==> config.mk <==
export PLATFORM = sky130hd
export DESIGN_NAME = ptu_paging_unit
export DESIGN_NICKNAME = d
export VERILOG_FILES = /design/src/rtl/ptu_pkg.sv /design/src/rtl/ptu_paging_unit.sv /design/src/rtl/ptu_tlb.sv
export VERILOG_INCLUDE_DIRS = /design/src /design/src/rtl
export SDC_FILE = /design/constraint.sdc
export NUM_CORES = 2
export LEC_CHECK = 0
export BUFFER_PORTS_ARGS = -buffer_cell sky130_fd_sc_hd__buf_2
export CORE_MARGIN = 2
export CORE_UTILIZATION = 55
export DETAILED_ROUTE_END_ITERATION = 16
export GPL_TIMING_DRIVEN = 0
export PLACE_DENSITY = 0.7
export SLEW_MARGIN = 20
export SYNTH_ARGS = -nofsm -noshare
export SYNTH_HDL_FRONTEND = slang
export SYNTH_SLANG_ARGS = --single-unit
==> constraint.sdc <==
create_clock -name clk_i -period 7.6 [get_ports clk_i]
set_clock_uncertainty 0.2 [all_clocks]
set_input_delay 0.38 -clock clk_i [delete_from_list [all_inputs] [get_ports clk_i]]
set_output_delay 0.38 -clock clk_i [all_outputs]
set_load 0.02 [all_outputs]
==> src/rtl/ptu_params.svh <==
`ifndef PTU_PARAMS_SVH
`define PTU_PARAMS_SVH

// ----------------------------------------------------------------
// Entry layout
// ----------------------------------------------------------------
`define PTU_BIT_PRESENT   0
`define PTU_BIT_RW        1
`define PTU_BIT_US        2
`define PTU_BIT_ACCESSED  5
`define PTU_BIT_DIRTY     6
`define PTU_PAGE_BITS     12
`define PTU_DIR_LSB       22
`define PTU_TBL_LSB       12
`define PTU_LOW_ZERO      12'h000
`define PTU_WORD_ZERO     32'h0000_0000

// ----------------------------------------------------------------
// Fault reporting
// ----------------------------------------------------------------
`define PTU_FAULT_VECTOR  8'h0e
`define PTU_ERR_PROT      0
`define PTU_ERR_WRITE     1
`define PTU_ERR_USER      2

// ----------------------------------------------------------------
// Buffer geometry
// ----------------------------------------------------------------
`define PTU_TLB_ENTRIES   32
`define PTU_TLB_WAYS      4

`endif

==> src/rtl/ptu_pkg.sv <==
package ptu_pkg;

	// Walk states, one-hot
	typedef enum logic [5:0] {
		PTU_S_IDLE   = 6'b00_0001,
		PTU_S_LOOK   = 6'b00_0010,
		PTU_S_DIR_RD = 6'b00_0100,
		PTU_S_DIR_WR = 6'b00_1000,
		PTU_S_TBL_RD = 6'b01_0000,
		PTU_S_TBL_WR = 6'b10_0000
	} ptu_state_e;

	// Control register selector
	typedef enum logic {
		PTU_CR_FAULT_ADDR = 1'b0,
		PTU_CR_DIR_BASE   = 1'b1
	} ptu_cr_sel_e;

endpackage : ptu_pkg

==> src/rtl/ptu_paging_unit.sv <==
`timescale 1ns/100ps
`default_nettype none
`include "ptu_params.svh"

module ptu_paging_unit
	import ptu_pkg::*;
#(
	parameter int TLB_ENTRIES = `PTU_TLB_ENTRIES,
	parameter int TLB_WAYS    = `PTU_TLB_WAYS
) (
	input  wire logic        clk_i,
	input  wire logic        rstn_i,
	input  wire logic        ce_i,
	// Segmentation side
	input  wire logic        req_valid_i,
	input  wire logic [31:0] req_lin_i,
	input  wire logic        req_write_i,
	input  wire logic        req_user_i,
	output logic             req_ready_o,
	output logic             rsp_valid_o,
	output logic [31:0]      rsp_phys_o,
	output logic             rsp_fault_o,
	output logic [7:0]       rsp_vector_o,
	output logic [15:0]      rsp_err_o,
	// Control register access
	input  wire logic        cr_wr_i,
	input  wire ptu_cr_sel_e cr_sel_i,
	input  wire logic [31:0] cr_wdata_i,
	output logic [31:0]      fault_lin_o,
	output logic [31:0]      dir_base_o,
	// Bus unit side
	output logic             mem_req_o,
	output logic             mem_we_o,
	output logic             mem_lock_o,
	output logic [31:0]      mem_addr_o,
	output logic [31:0]      mem_wdata_o,
	input  wire logic        mem_ack_i,
	input  wire logic [31:0] mem_rdata_i
);

	// ----------------------------------------------------------------
	// Helpers
	// ----------------------------------------------------------------

	// Entry word address: 4K-aligned base plus ten-bit index
	function automatic logic [31:0] entry_addr(
		input logic [19:0] base,
		input logic [9:0]  idx
	);
		entry_addr = {base, idx, 2'b00};
	endfunction : entry_addr

	// Most restrictive pair is the numerically smaller one
	function automatic logic [1:0] prot_min(
		input logic [1:0] a,
		input logic [1:0] b
	);
		prot_min = (a < b) ? a : b;
	endfunction : prot_min

	// Rights check; supervisor accesses always pass
	function automatic logic prot_ok(
		input logic [1:0] us_rw,
		input logic       user,
		input logic       write
	);
		prot_ok = !user || (us_rw[1] && (!write || us_rw[0]));
	endfunction : prot_ok

	// Protection pair of an entry: bit 2 then bit 1
	function automatic logic [1:0] prot_of(
		input logic [31:0] entry
	);
		prot_of = {entry[`PTU_BIT_US], entry[`PTU_BIT_RW]};
	endfunction : prot_of

	// ----------------------------------------------------------------
	// State
	// ----------------------------------------------------------------
	ptu_state_e  state_r;
	logic [31:0] lin_r;
	logic        wr_r;
	logic        user_r;
	logic [31:0] pde_r;

	logic        tlb_hit;
	logic [19:0] tlb_frame;
	logic [1:0]  tlb_prot;
	logic        tlb_dirty;
	logic        flush;
	logic        fill;
	logic [31:0] fill_pte;

	logic        ack;
	logic        rd_present;
	logic [1:0]  walk_prot;
	logic        walk_ok;
	logic        pte_upd;
	logic        hit_done;
	logic        hit_fault;
	logic        np_fault;
	logic        pr_fault;
	logic        any_fault;
	logic        walk_done;
	logic [31:0] pde_set_a;
	logic [31:0] pte_set_ad;

	// ----------------------------------------------------------------
	// Decode of the current walk step
	// ----------------------------------------------------------------
	// An acknowledge only counts while a request is out
	assign ack        = ce_i && mem_ack_i && mem_req_o;
	// Only bit 0 is looked at until the entry is known present
	assign rd_present = mem_rdata_i[`PTU_BIT_PRESENT];
	// Rights are judged on the combined pair of both levels
	assign walk_prot  = prot_min(prot_of(pde_r), prot_of(mem_rdata_i));
	assign walk_ok    = prot_ok(walk_prot, user_r, wr_r);
	// Table entry needs a write-back when A or a needed D is clear
	assign pte_upd    = !mem_rdata_i[`PTU_BIT_ACCESSED] ||
	                    (wr_r && !mem_rdata_i[`PTU_BIT_DIRTY]);

	// Only the two flag bits are ORed in; bits 9..11 pass untouched
	assign pde_set_a  = mem_rdata_i | (32'h0000_0001 << `PTU_BIT_ACCESSED);
	assign pte_set_ad = mem_rdata_i | (32'h0000_0001 << `PTU_BIT_ACCESSED) |
	                    ({31'h0000_0000, wr_r} << `PTU_BIT_DIRTY);

	// Outcomes: a hit that needs D set takes the walk again
	assign hit_done  = (state_r == PTU_S_LOOK) && tlb_hit &&
	                   prot_ok(tlb_prot, user_r, wr_r) && (!wr_r || tlb_dirty);
	assign hit_fault = ce_i && (state_r == PTU_S_LOOK) && tlb_hit &&
	                   !prot_ok(tlb_prot, user_r, wr_r);
	assign np_fault  = ack && !rd_present &&
	                   (state_r == PTU_S_DIR_RD || state_r == PTU_S_TBL_RD);
	assign pr_fault  = ack && rd_present && (state_r == PTU_S_TBL_RD) && !walk_ok;
	assign any_fault = hit_fault || np_fault || pr_fault;
	assign walk_done = ack && ((state_r == PTU_S_TBL_WR) ||
	                   ((state_r == PTU_S_TBL_RD) && rd_present && walk_ok &&
	                    !pte_upd));

	// Fill with the entry as it now stands in memory
	assign fill     = walk_done;
	assign fill_pte = (state_r == PTU_S_TBL_WR) ? mem_wdata_o : mem_rdata_i;
	assign flush    = ce_i && cr_wr_i && (cr_sel_i == PTU_CR_DIR_BASE);

	// ----------------------------------------------------------------
	// Translation buffer
	// ----------------------------------------------------------------
	ptu_tlb #(
		.ENTRIES (TLB_ENTRIES),
		.WAYS    (TLB_WAYS)
	) u_tlb (
		.clk_i        (clk_i),
		.rstn_i       (rstn_i),
		.ce_i         (ce_i),
		.flush_i      (flush),
		.lk_vpn_i     (lin_r[31:`PTU_PAGE_BITS]),
		.hit_o        (tlb_hit),
		.frame_o      (tlb_frame),
		.prot_o       (tlb_prot),
		.dirty_o      (tlb_dirty),
		.fill_i       (fill),
		.fill_frame_i (fill_pte[31:`PTU_PAGE_BITS]),
		.fill_prot_i  (prot_min(prot_of(pde_r), prot_of(fill_pte))),
		.fill_dirty_i (fill_pte[`PTU_BIT_DIRTY])
	);

	// ----------------------------------------------------------------
	// Walk sequencer and bus requests
	// ----------------------------------------------------------------
	// Every table read is locked so a flag write-back can follow
	// without another master slipping in between.
	always_ff @(posedge clk_i) begin
		if (!rstn_i) begin
			state_r     <= PTU_S_IDLE;
			req_ready_o <= 1'b1;
			lin_r       <= `PTU_WORD_ZERO;
			wr_r        <= 1'b0;
			user_r      <= 1'b0;
			pde_r       <= `PTU_WORD_ZERO;
			mem_req_o   <= 1'b0;
			mem_we_o    <= 1'b0;
			mem_lock_o  <= 1'b0;
			mem_addr_o  <= `PTU_WORD_ZERO;
			mem_wdata_o <= `PTU_WORD_ZERO;
		end else if (ce_i) begin
			case (state_r)
			PTU_S_IDLE: begin
				// Latch the request; ready falls until the answer
				if (req_valid_i) begin
					lin_r       <= req_lin_i;
					wr_r        <= req_write_i;
					user_r      <= req_user_i;
					req_ready_o <= 1'b0;
					state_r     <= PTU_S_LOOK;
				end
			end
			PTU_S_LOOK: begin
				// A write hit on a clean page falls through to a walk
				if (hit_done || hit_fault) begin
					req_ready_o <= 1'b1;
					state_r     <= PTU_S_IDLE;
				end else begin
					mem_req_o  <= 1'b1;
					mem_we_o   <= 1'b0;
					mem_lock_o <= 1'b1;
					mem_addr_o <= entry_addr(dir_base_o[31:`PTU_PAGE_BITS],
					                         lin_r[31:`PTU_DIR_LSB]);
					state_r    <= PTU_S_DIR_RD;
				end
			end
			PTU_S_DIR_RD: begin
				// Present with A clear costs an extra locked write
				if (mem_ack_i) begin
					pde_r <= mem_rdata_i;
					if (!rd_present) begin
						mem_req_o   <= 1'b0;
						mem_lock_o  <= 1'b0;
						req_ready_o <= 1'b1;
						state_r     <= PTU_S_IDLE;
					end else if (!mem_rdata_i[`PTU_BIT_ACCESSED]) begin
						mem_we_o    <= 1'b1;
						mem_wdata_o <= pde_set_a;
						state_r     <= PTU_S_DIR_WR;
					end else begin
						mem_addr_o <= entry_addr(mem_rdata_i[31:`PTU_PAGE_BITS],
						                         lin_r[21:`PTU_TBL_LSB]);
						state_r    <= PTU_S_TBL_RD;
					end
				end
			end
			PTU_S_DIR_WR: begin
				if (mem_ack_i) begin
					// Lock stays held on into the table entry's own cycle pair
					mem_we_o   <= 1'b0;
					mem_addr_o <= entry_addr(pde_r[31:`PTU_PAGE_BITS],
					                         lin_r[21:`PTU_TBL_LSB]);
					state_r    <= PTU_S_TBL_RD;
				end
			end
			PTU_S_TBL_RD: begin
				// Faults and already-flagged entries end here
				if (mem_ack_i) begin
					if (rd_present && walk_ok && pte_upd) begin
						mem_we_o    <= 1'b1;
						mem_wdata_o <= pte_set_ad;
						state_r     <= PTU_S_TBL_WR;
					end else begin
						mem_req_o   <= 1'b0;
						mem_lock_o  <= 1'b0;
						req_ready_o <= 1'b1;
						state_r     <= PTU_S_IDLE;
					end
				end
			end
			PTU_S_TBL_WR: begin
				// Write-back done; the lock drops with the request
				if (mem_ack_i) begin
					mem_req_o   <= 1'b0;
					mem_we_o    <= 1'b0;
					mem_lock_o  <= 1'b0;
					req_ready_o <= 1'b1;
					state_r     <= PTU_S_IDLE;
				end
			end
			default: begin
				// Stray code: drop the bus and go idle
				mem_req_o   <= 1'b0;
				mem_lock_o  <= 1'b0;
				req_ready_o <= 1'b1;
				state_r     <= PTU_S_IDLE;
			end
			endcase
		end
	end

	// ----------------------------------------------------------------
	// Response to the segmentation side
	// ----------------------------------------------------------------
	// One-cycle answer; the physical address holds until the next one
	always_ff @(posedge clk_i) begin
		if (!rstn_i) begin
			rsp_valid_o  <= 1'b0;
			rsp_phys_o   <= `PTU_WORD_ZERO;
			rsp_fault_o  <= 1'b0;
		end else if (ce_i) begin
			rsp_valid_o <= hit_done || walk_done || any_fault;
			rsp_fault_o <= any_fault;
			if (hit_done) begin
				rsp_phys_o <= {tlb_frame, lin_r[11:0]};
			end else if (walk_done) begin
				rsp_phys_o <= {fill_pte[31:`PTU_PAGE_BITS], lin_r[11:0]};
			end
		end
	end

	// ----------------------------------------------------------------
	// Fault report
	// ----------------------------------------------------------------
	// Vector and code hold from one fault to the next, so a handler
	// still reads the cause after later clean answers.
	always_ff @(posedge clk_i) begin
		if (!rstn_i) begin
			rsp_vector_o <= 8'h00;
			rsp_err_o    <= 16'h0000;
		end else if (ce_i && any_fault) begin
			rsp_vector_o <= `PTU_FAULT_VECTOR;
			rsp_err_o    <= 16'h0000;
			rsp_err_o[`PTU_ERR_PROT]  <= hit_fault || pr_fault;
			rsp_err_o[`PTU_ERR_WRITE] <= wr_r;
			rsp_err_o[`PTU_ERR_USER]  <= user_r;
		end
	end

	// ----------------------------------------------------------------
	// Fault linear address register
	// ----------------------------------------------------------------
	// A fault in the same cycle as a software write wins, so the
	// address of a fresh fault is never lost.
	always_ff @(posedge clk_i) begin
		if (!rstn_i) begin
			fault_lin_o <= `PTU_WORD_ZERO;
		end else if (ce_i) begin
			if (any_fault) begin
				fault_lin_o <= lin_r;
			end else if (cr_wr_i && cr_sel_i == PTU_CR_FAULT_ADDR) begin
				fault_lin_o <= cr_wdata_i;
			end
		end
	end

	// ----------------------------------------------------------------
	// Directory base register
	// ----------------------------------------------------------------
	// Low bits are forced to zero rather than stored
	// The same strobe flushes the buffer, so no stale entry outlives it
	always_ff @(posedge clk_i) begin
		if (!rstn_i) begin
			dir_base_o <= `PTU_WORD_ZERO;
		end else if (flush) begin
			dir_base_o <= {cr_wdata_i[31:`PTU_PAGE_BITS], `PTU_LOW_ZERO};
		end
	end

endmodule : ptu_paging_unit
`default_nettype wire

==> src/rtl/ptu_tlb.sv <==
`timescale 1ns/100ps
`default_nettype none
`include "ptu_params.svh"

module ptu_tlb
	import ptu_pkg::*;
#(
	parameter int ENTRIES = `PTU_TLB_ENTRIES,
	parameter int WAYS    = `PTU_TLB_WAYS
) (
	input  wire logic        clk_i,
	input  wire logic        rstn_i,
	input  wire logic        ce_i,
	input  wire logic        flush_i,
	input  wire logic [19:0] lk_vpn_i,
	output logic             hit_o,
	output logic [19:0]      frame_o,
	output logic [1:0]       prot_o,
	output logic             dirty_o,
	input  wire logic        fill_i,
	input  wire logic [19:0] fill_frame_i,
	input  wire logic [1:0]  fill_prot_i,
	input  wire logic        fill_dirty_i
);

	localparam int SETS  = ENTRIES / WAYS;
	localparam int SET_W = $clog2(SETS);
	localparam int WAY_W = $clog2(WAYS);
	localparam int TAG_W = 20 - SET_W;

	logic [WAYS-1:0]  valid_r  [SETS];
	logic [TAG_W-1:0] tag_r    [SETS][WAYS];
	logic [19:0]      frame_r  [SETS][WAYS];
	logic [1:0]       prot_r   [SETS][WAYS];
	logic             dirty_r  [SETS][WAYS];
	logic [WAY_W-1:0] victim_r [SETS];
	logic [WAY_W-1:0] hit_way;
	logic [WAY_W-1:0] fill_way;
	logic [SET_W-1:0] set_idx;
	logic [TAG_W-1:0] tag;

	assign set_idx = lk_vpn_i[SET_W-1:0];
	assign tag     = lk_vpn_i[19:SET_W];

	// ----------------------------------------------------------------
	// Lookup: upper linear bits compared across the set's ways
	// ----------------------------------------------------------------
	always_comb begin
		hit_o   = 1'b0;
		hit_way = '0;
		for (int w = 0; w < WAYS; w++) begin
			if (valid_r[set_idx][w] && tag_r[set_idx][w] == tag) begin
				hit_o   = 1'b1;
				hit_way = WAY_W'(w);
			end
		end
		frame_o = frame_r[set_idx][hit_way];
		prot_o  = prot_r[set_idx][hit_way];
		dirty_o = dirty_r[set_idx][hit_way];
	end

	// Refresh in place on a re-walk so no tag is held twice
	assign fill_way = hit_o ? hit_way : victim_r[set_idx];

	// ----------------------------------------------------------------
	// Valid bits and round-robin victims; flush beats a fill
	// ----------------------------------------------------------------
	always_ff @(posedge clk_i) begin
		if (!rstn_i) begin
			for (int s = 0; s < SETS; s++) begin
				valid_r[s]  <= '0;
				victim_r[s] <= '0;
			end
		end else if (ce_i) begin
			if (flush_i) begin
				for (int s = 0; s < SETS; s++) begin
					valid_r[s] <= '0;
				end
			end else if (fill_i) begin
				valid_r[set_idx][fill_way] <= 1'b1;
				if (!hit_o) begin
					victim_r[set_idx] <= victim_r[set_idx] + 1'b1;
				end
			end
		end
	end

	// Entry payload needs no reset; valid bits guard it
	always_ff @(posedge clk_i) begin
		if (ce_i && fill_i) begin
			tag_r[set_idx][fill_way]   <= tag;
			frame_r[set_idx][fill_way] <= fill_frame_i;
			prot_r[set_idx][fill_way]  <= fill_prot_i;
			dirty_r[set_idx][fill_way] <= fill_dirty_i;
		end
	end

endmodule : ptu_tlb
`default_nettype wire

==> run_results.csv <==
group,metric,value,unit
worst_setup_path,path_max_fanout,16,
floorplanning,die_w,339,µm
worst_setup_path,crit_chain,"buf_6, buf_12, buf_12, buf_8, buf_4, buf_2, mux2i_1, xnor2_1, nor4_1, nand2_1, or2_0, clkbuf_1, nor2b_1, clkbuf_1, o31ai_1, nand3_1, nor2_4, buf_12, o21a_1",
synthesis,syn_inst,3485,
drt,viasPerCell,6.43,
sta,fin_crit_sh,94.3,%
worst_setup_path,crit_required,8060,ps
drt,drtIter0Drc,4850,
placed_design,portBuffers,262,
clock_tree,clkTransAtPathRegs,70,ps
job,maxCapViolations,0,
synthesis,ys_async_sr_fraction,0,%
synthesis,seq_area_frac_synth,71.4,%
floorplanning,die_y,339,µm
floorplanning,core,111000,µm²
worst_setup_path,timing.rr.end,"u_tlb.valid_r[7][2]",
final_layout,multiInputGateArea,16400,µm²
clock_tree,cts_tree,"done",
final_layout,n_fill_cell,7469,
sta,whs,52.5,ps
floorplanning,design.die.area,115000,µm²
run_status,run_status,"complete, no violations",
synthesis,ys_ff_latch,1548,
worst_setup_path,end_kind,"register",
sta,rsz0062_at_grt,"no",
synthesis,ys.flop_type,"edfxtp_1",
drt,drt-wirelength-per-cell,31.1,µm
worst_setup_path,crit_slowest_cell,"nor2b_1",
worst_setup_path,critPathMaxStageDelay,720,ps
worst_setup_path,crit_type,"register to register",
placed_design,dp_hpwl,119000,µm
grt,grt_usage,30.9,%
final_layout,syn2layout_area_growth,17.6,%
sta,slew_violations,0,
sta,setup_ws,434,ps
clock_tree,post_cts_resized,0,
sta,setup_violations,0,
clock_tree,cts-buffers-inserted,152,
grt,grt_overflow,0,
worst_setup_path,r2r_slack,430,ps
floorplanning,initial_core_util,55.5,%
synthesis,synth_edf_count,1296,
clock_tree,cts_sinks,1548,
synthesis,netlist_area,61500,µm²
worst_setup_path,crit_path_start_kind,"register",
final_layout,drive_gt1_share,26.2,%
placed_design,dp_cells,5335,
sta,slew_headroom,19.5,%
final_layout,finalNonFillerCells,5719,
worst_setup_path,cp_data_arrival_time,7620,ps
power,leakage,24.5,nW
clock_tree,h-tree-depth,4,
sta,tightestPinTransition,1200,ps
worst_setup_path,ff2ff_path_depth,19,
power,irDropWorstVdd,240,µV
worst_hold_path,min_to,"dir_base_o[23]",
worst_hold_path,whs_path_depth,5,
placed_design,place_ws,598,ps
grt,antenna_found_initial,3,
sta,max_freq,140,MHz
floorplanning,rows,122,
drt,firstDrtPassIters,6,
drt,drc,0,
final_layout,regArea,44000,µm²
drt,antenna_left,0,
power,power_density,244,nW/µm²
floorplanning,io_pins,295,
synthesis,ys_types,95,
drt,routed_wl,178000,µm
grt,grt_pass1_wl,254000,µm
drt,vias,36772,
worst_hold_path,hold_class,"primary input to register",
sta,hold_viol_final,0,
final_layout,final_nets,4211,
synthesis,synth_area_per_cell,17.7,µm²
synthesis,yosys_warnings,0,
clock_tree,ctsRootBufferMaster,"clkbuf_16",
placed_design,place.gp.congestion,0.926,
clock_tree,clock_path_buffers,3,
grt,grt_max_degree,36,
sta,period_needed,7170,ps
clock_tree,clk_latency,780,ps
grt,first_global_vias,35824,
worst_hold_path,hp-start,"cr_sel_i",
worst_setup_path,critical_path.most_common_cell,"buf_12",
-- cells in the final DEF (no fill, tap or decap), types with 26 or more instances in the layout --
| cell | Yosys | routed |
|---|---|---|
| nor3_1 | 31 | 31 |
| xor2_1 | 26 | 26 |
| clkbuf_16 | 0 | 157 |
| buf_2 | 46 | 308 |
| xnor2_1 | 34 | 34 |
| nor2_1 | 117 | 93 |
| clkbuf_1 | 120 | 176 |
| nor2_4 | 6 | 32 |
| dfxtp_1 | 252 | 235 |
| a21oi_1 | 189 | 189 |
| conb_1 | 1 | 32 |
| dlygate4sd3_1 | 0 | 101 |
| edfxtp_1 | 1296 | 1296 |
| mux4_2 | 310 | 310 |
| nand2_1 | 274 | 274 |
| buf_16 | 0 | 28 |
| mux2i_1 | 179 | 179 |
| a311oi_1 | 31 | 31 |
| a211oi_1 | 31 | 31 |
| o21a_1 | 49 | 49 |
| nor4_1 | 28 | 28 |
| buf_4 | 70 | 70 |
| buf_12 | 2 | 43 |
| mux2_2 | 50 | 50 |
-- power by group --
part | switching [W] | internal (W) | total [W]
clock | 0.00315 | 0.00405 | 0.00719
sequential | 0.0000960 | 0.00923 | 0.00933
combinational | 0.000709 | 0.000459 | 0.00117
total | 0.00395 | 0.0137 | 0.0177
-- stage by stage --
step           util (%)  TNS [ps]  total power (W)  instance area [µm²]
3_5_place_dp       60.1         0           0.0106                66600
2_1_floorplan         -         0           0.0102                61700
4_1_cts            65.3         0           0.0177                72400
5_1_grt            65.3         0           0.0181                72400
3_3_place_gp       58.5  -2275460           0.0106                64800
6_report           65.3         0           0.0177                72400
-- per-layer routing --
layer	track usage (%)	vias up	share of wire, %
met5	0	-	0.0073
met4	14.8	2	5.0
met3	6.61	438	11
met2	47.7	2487	46
met1	42.5	18771	38
li1	-	15074	-
-- registers in the layout, indices dropped and copies added, names as in the netlist, 30 cells and up, named ones only --
register	flops
fault_lin_o	32
lin_r	32
mem_addr_o	30
mem_wdata_o	32
rsp_phys_o	32
u_tlb.dirty_r	32
u_tlb.frame_r	640
u_tlb.prot_r	64
u_tlb.tag_r	544
u_tlb.valid_r	32
-- area by class of cell --
type                    count  share of cell area [%]
diodes                      2                 0.00692
plain buffers             262                    1.98
clock buffers             221                    5.84
clock inverters            60                   0.659
inverters                  13                  0.0674
multi-input cells        1693                    22.7
flip-flops and latches   1548                    60.8
well taps                1488                    2.57
repair buffers            432                    5.41
-- timing repair --
| item | CTS | global route |
|---|---|---|
| hold buffers | 101 | 0 |
| endpoints found under the hold margin | 157 | 0 |
| setup buffers | 0 | 0 |
-- cells in the mapped netlist (8+ instances only) --
library cell / instances / area share [%]
edfxtp_1: 1296 / 63
mux4_2: 310 / 11
nand2_1: 274 / 1.7
dfxtp_1: 252 / 8.2
a21oi_1: 189 / 1.5
mux2i_1: 179 / 2.9
clkbuf_1: 120 / 0.73
nor2_1: 117 / 0.71
buf_4: 70 / 0.85
mux2_2: 50 / 0.91
o21a_1: 49 / 0.60
buf_2: 46 / 0.37
xnor2_1: 34 / 0.48
a211oi_1: 31 / 0.38
a311oi_1: 31 / 0.44
nor3_1: 31 / 0.25
nor4_1: 28 / 0.28
xor2_1: 26 / 0.37
a22o_1: 24 / 0.34
o21ai_0: 24 / 0.20
nand3_1: 21 / 0.17
a31oi_1: 20 / 0.20
nand4_1: 18 / 0.18
a21o_1: 17 / 0.21
nor3b_1: 14 / 0.17
o211ai_1: 13 / 0.16
buf_1: 12 / 0.073
inv_1: 12 / 0.073
mux4_1: 12 / 0.51
and3_1: 9 / 0.091
a211oi_2: 8 / 0.16
buf_6: 8 / 0.15
-- worst max path at each step --
| stage | slack (ps) | to |
|---|---|---|
| floorplan | 2040 | u_tlb.dirty_r[7][1] |
| global placement | -2780 | u_tlb.tag_r[6][9] |
| detailed placement | 600 | u_tlb.tag_r[0][29] |
| CTS | 560 | u_tlb.valid_r[7][2] |
| global route | 400 | u_tlb.tag_r[3][26] |
| finish | 430 | u_tlb.valid_r[7][2] |
-- logic make-up after synthesis --
logic type	Yosys count	synth area share, %
flops	1548	71.4
simple gates	582	4.47
other cells	1	0.00609
compound gates	464	5.06
mux	551	15.7
fa+ha+maj	4	0.0813
buf+inv	275	2.41
xor+xnor	60	0.854
-- worst max-delay path, delay by kind of cell, from the launching register on --
family	cells	cell delay [ps]
buffers and inverters	9	2940
and+or+nand+nor	6	2220
muxes	1	550
DFF	1	480
AOI/OAI and AO/OA	2	390
xor gates and xnor gates	1	210
Power figures use the tool's default switching activity.
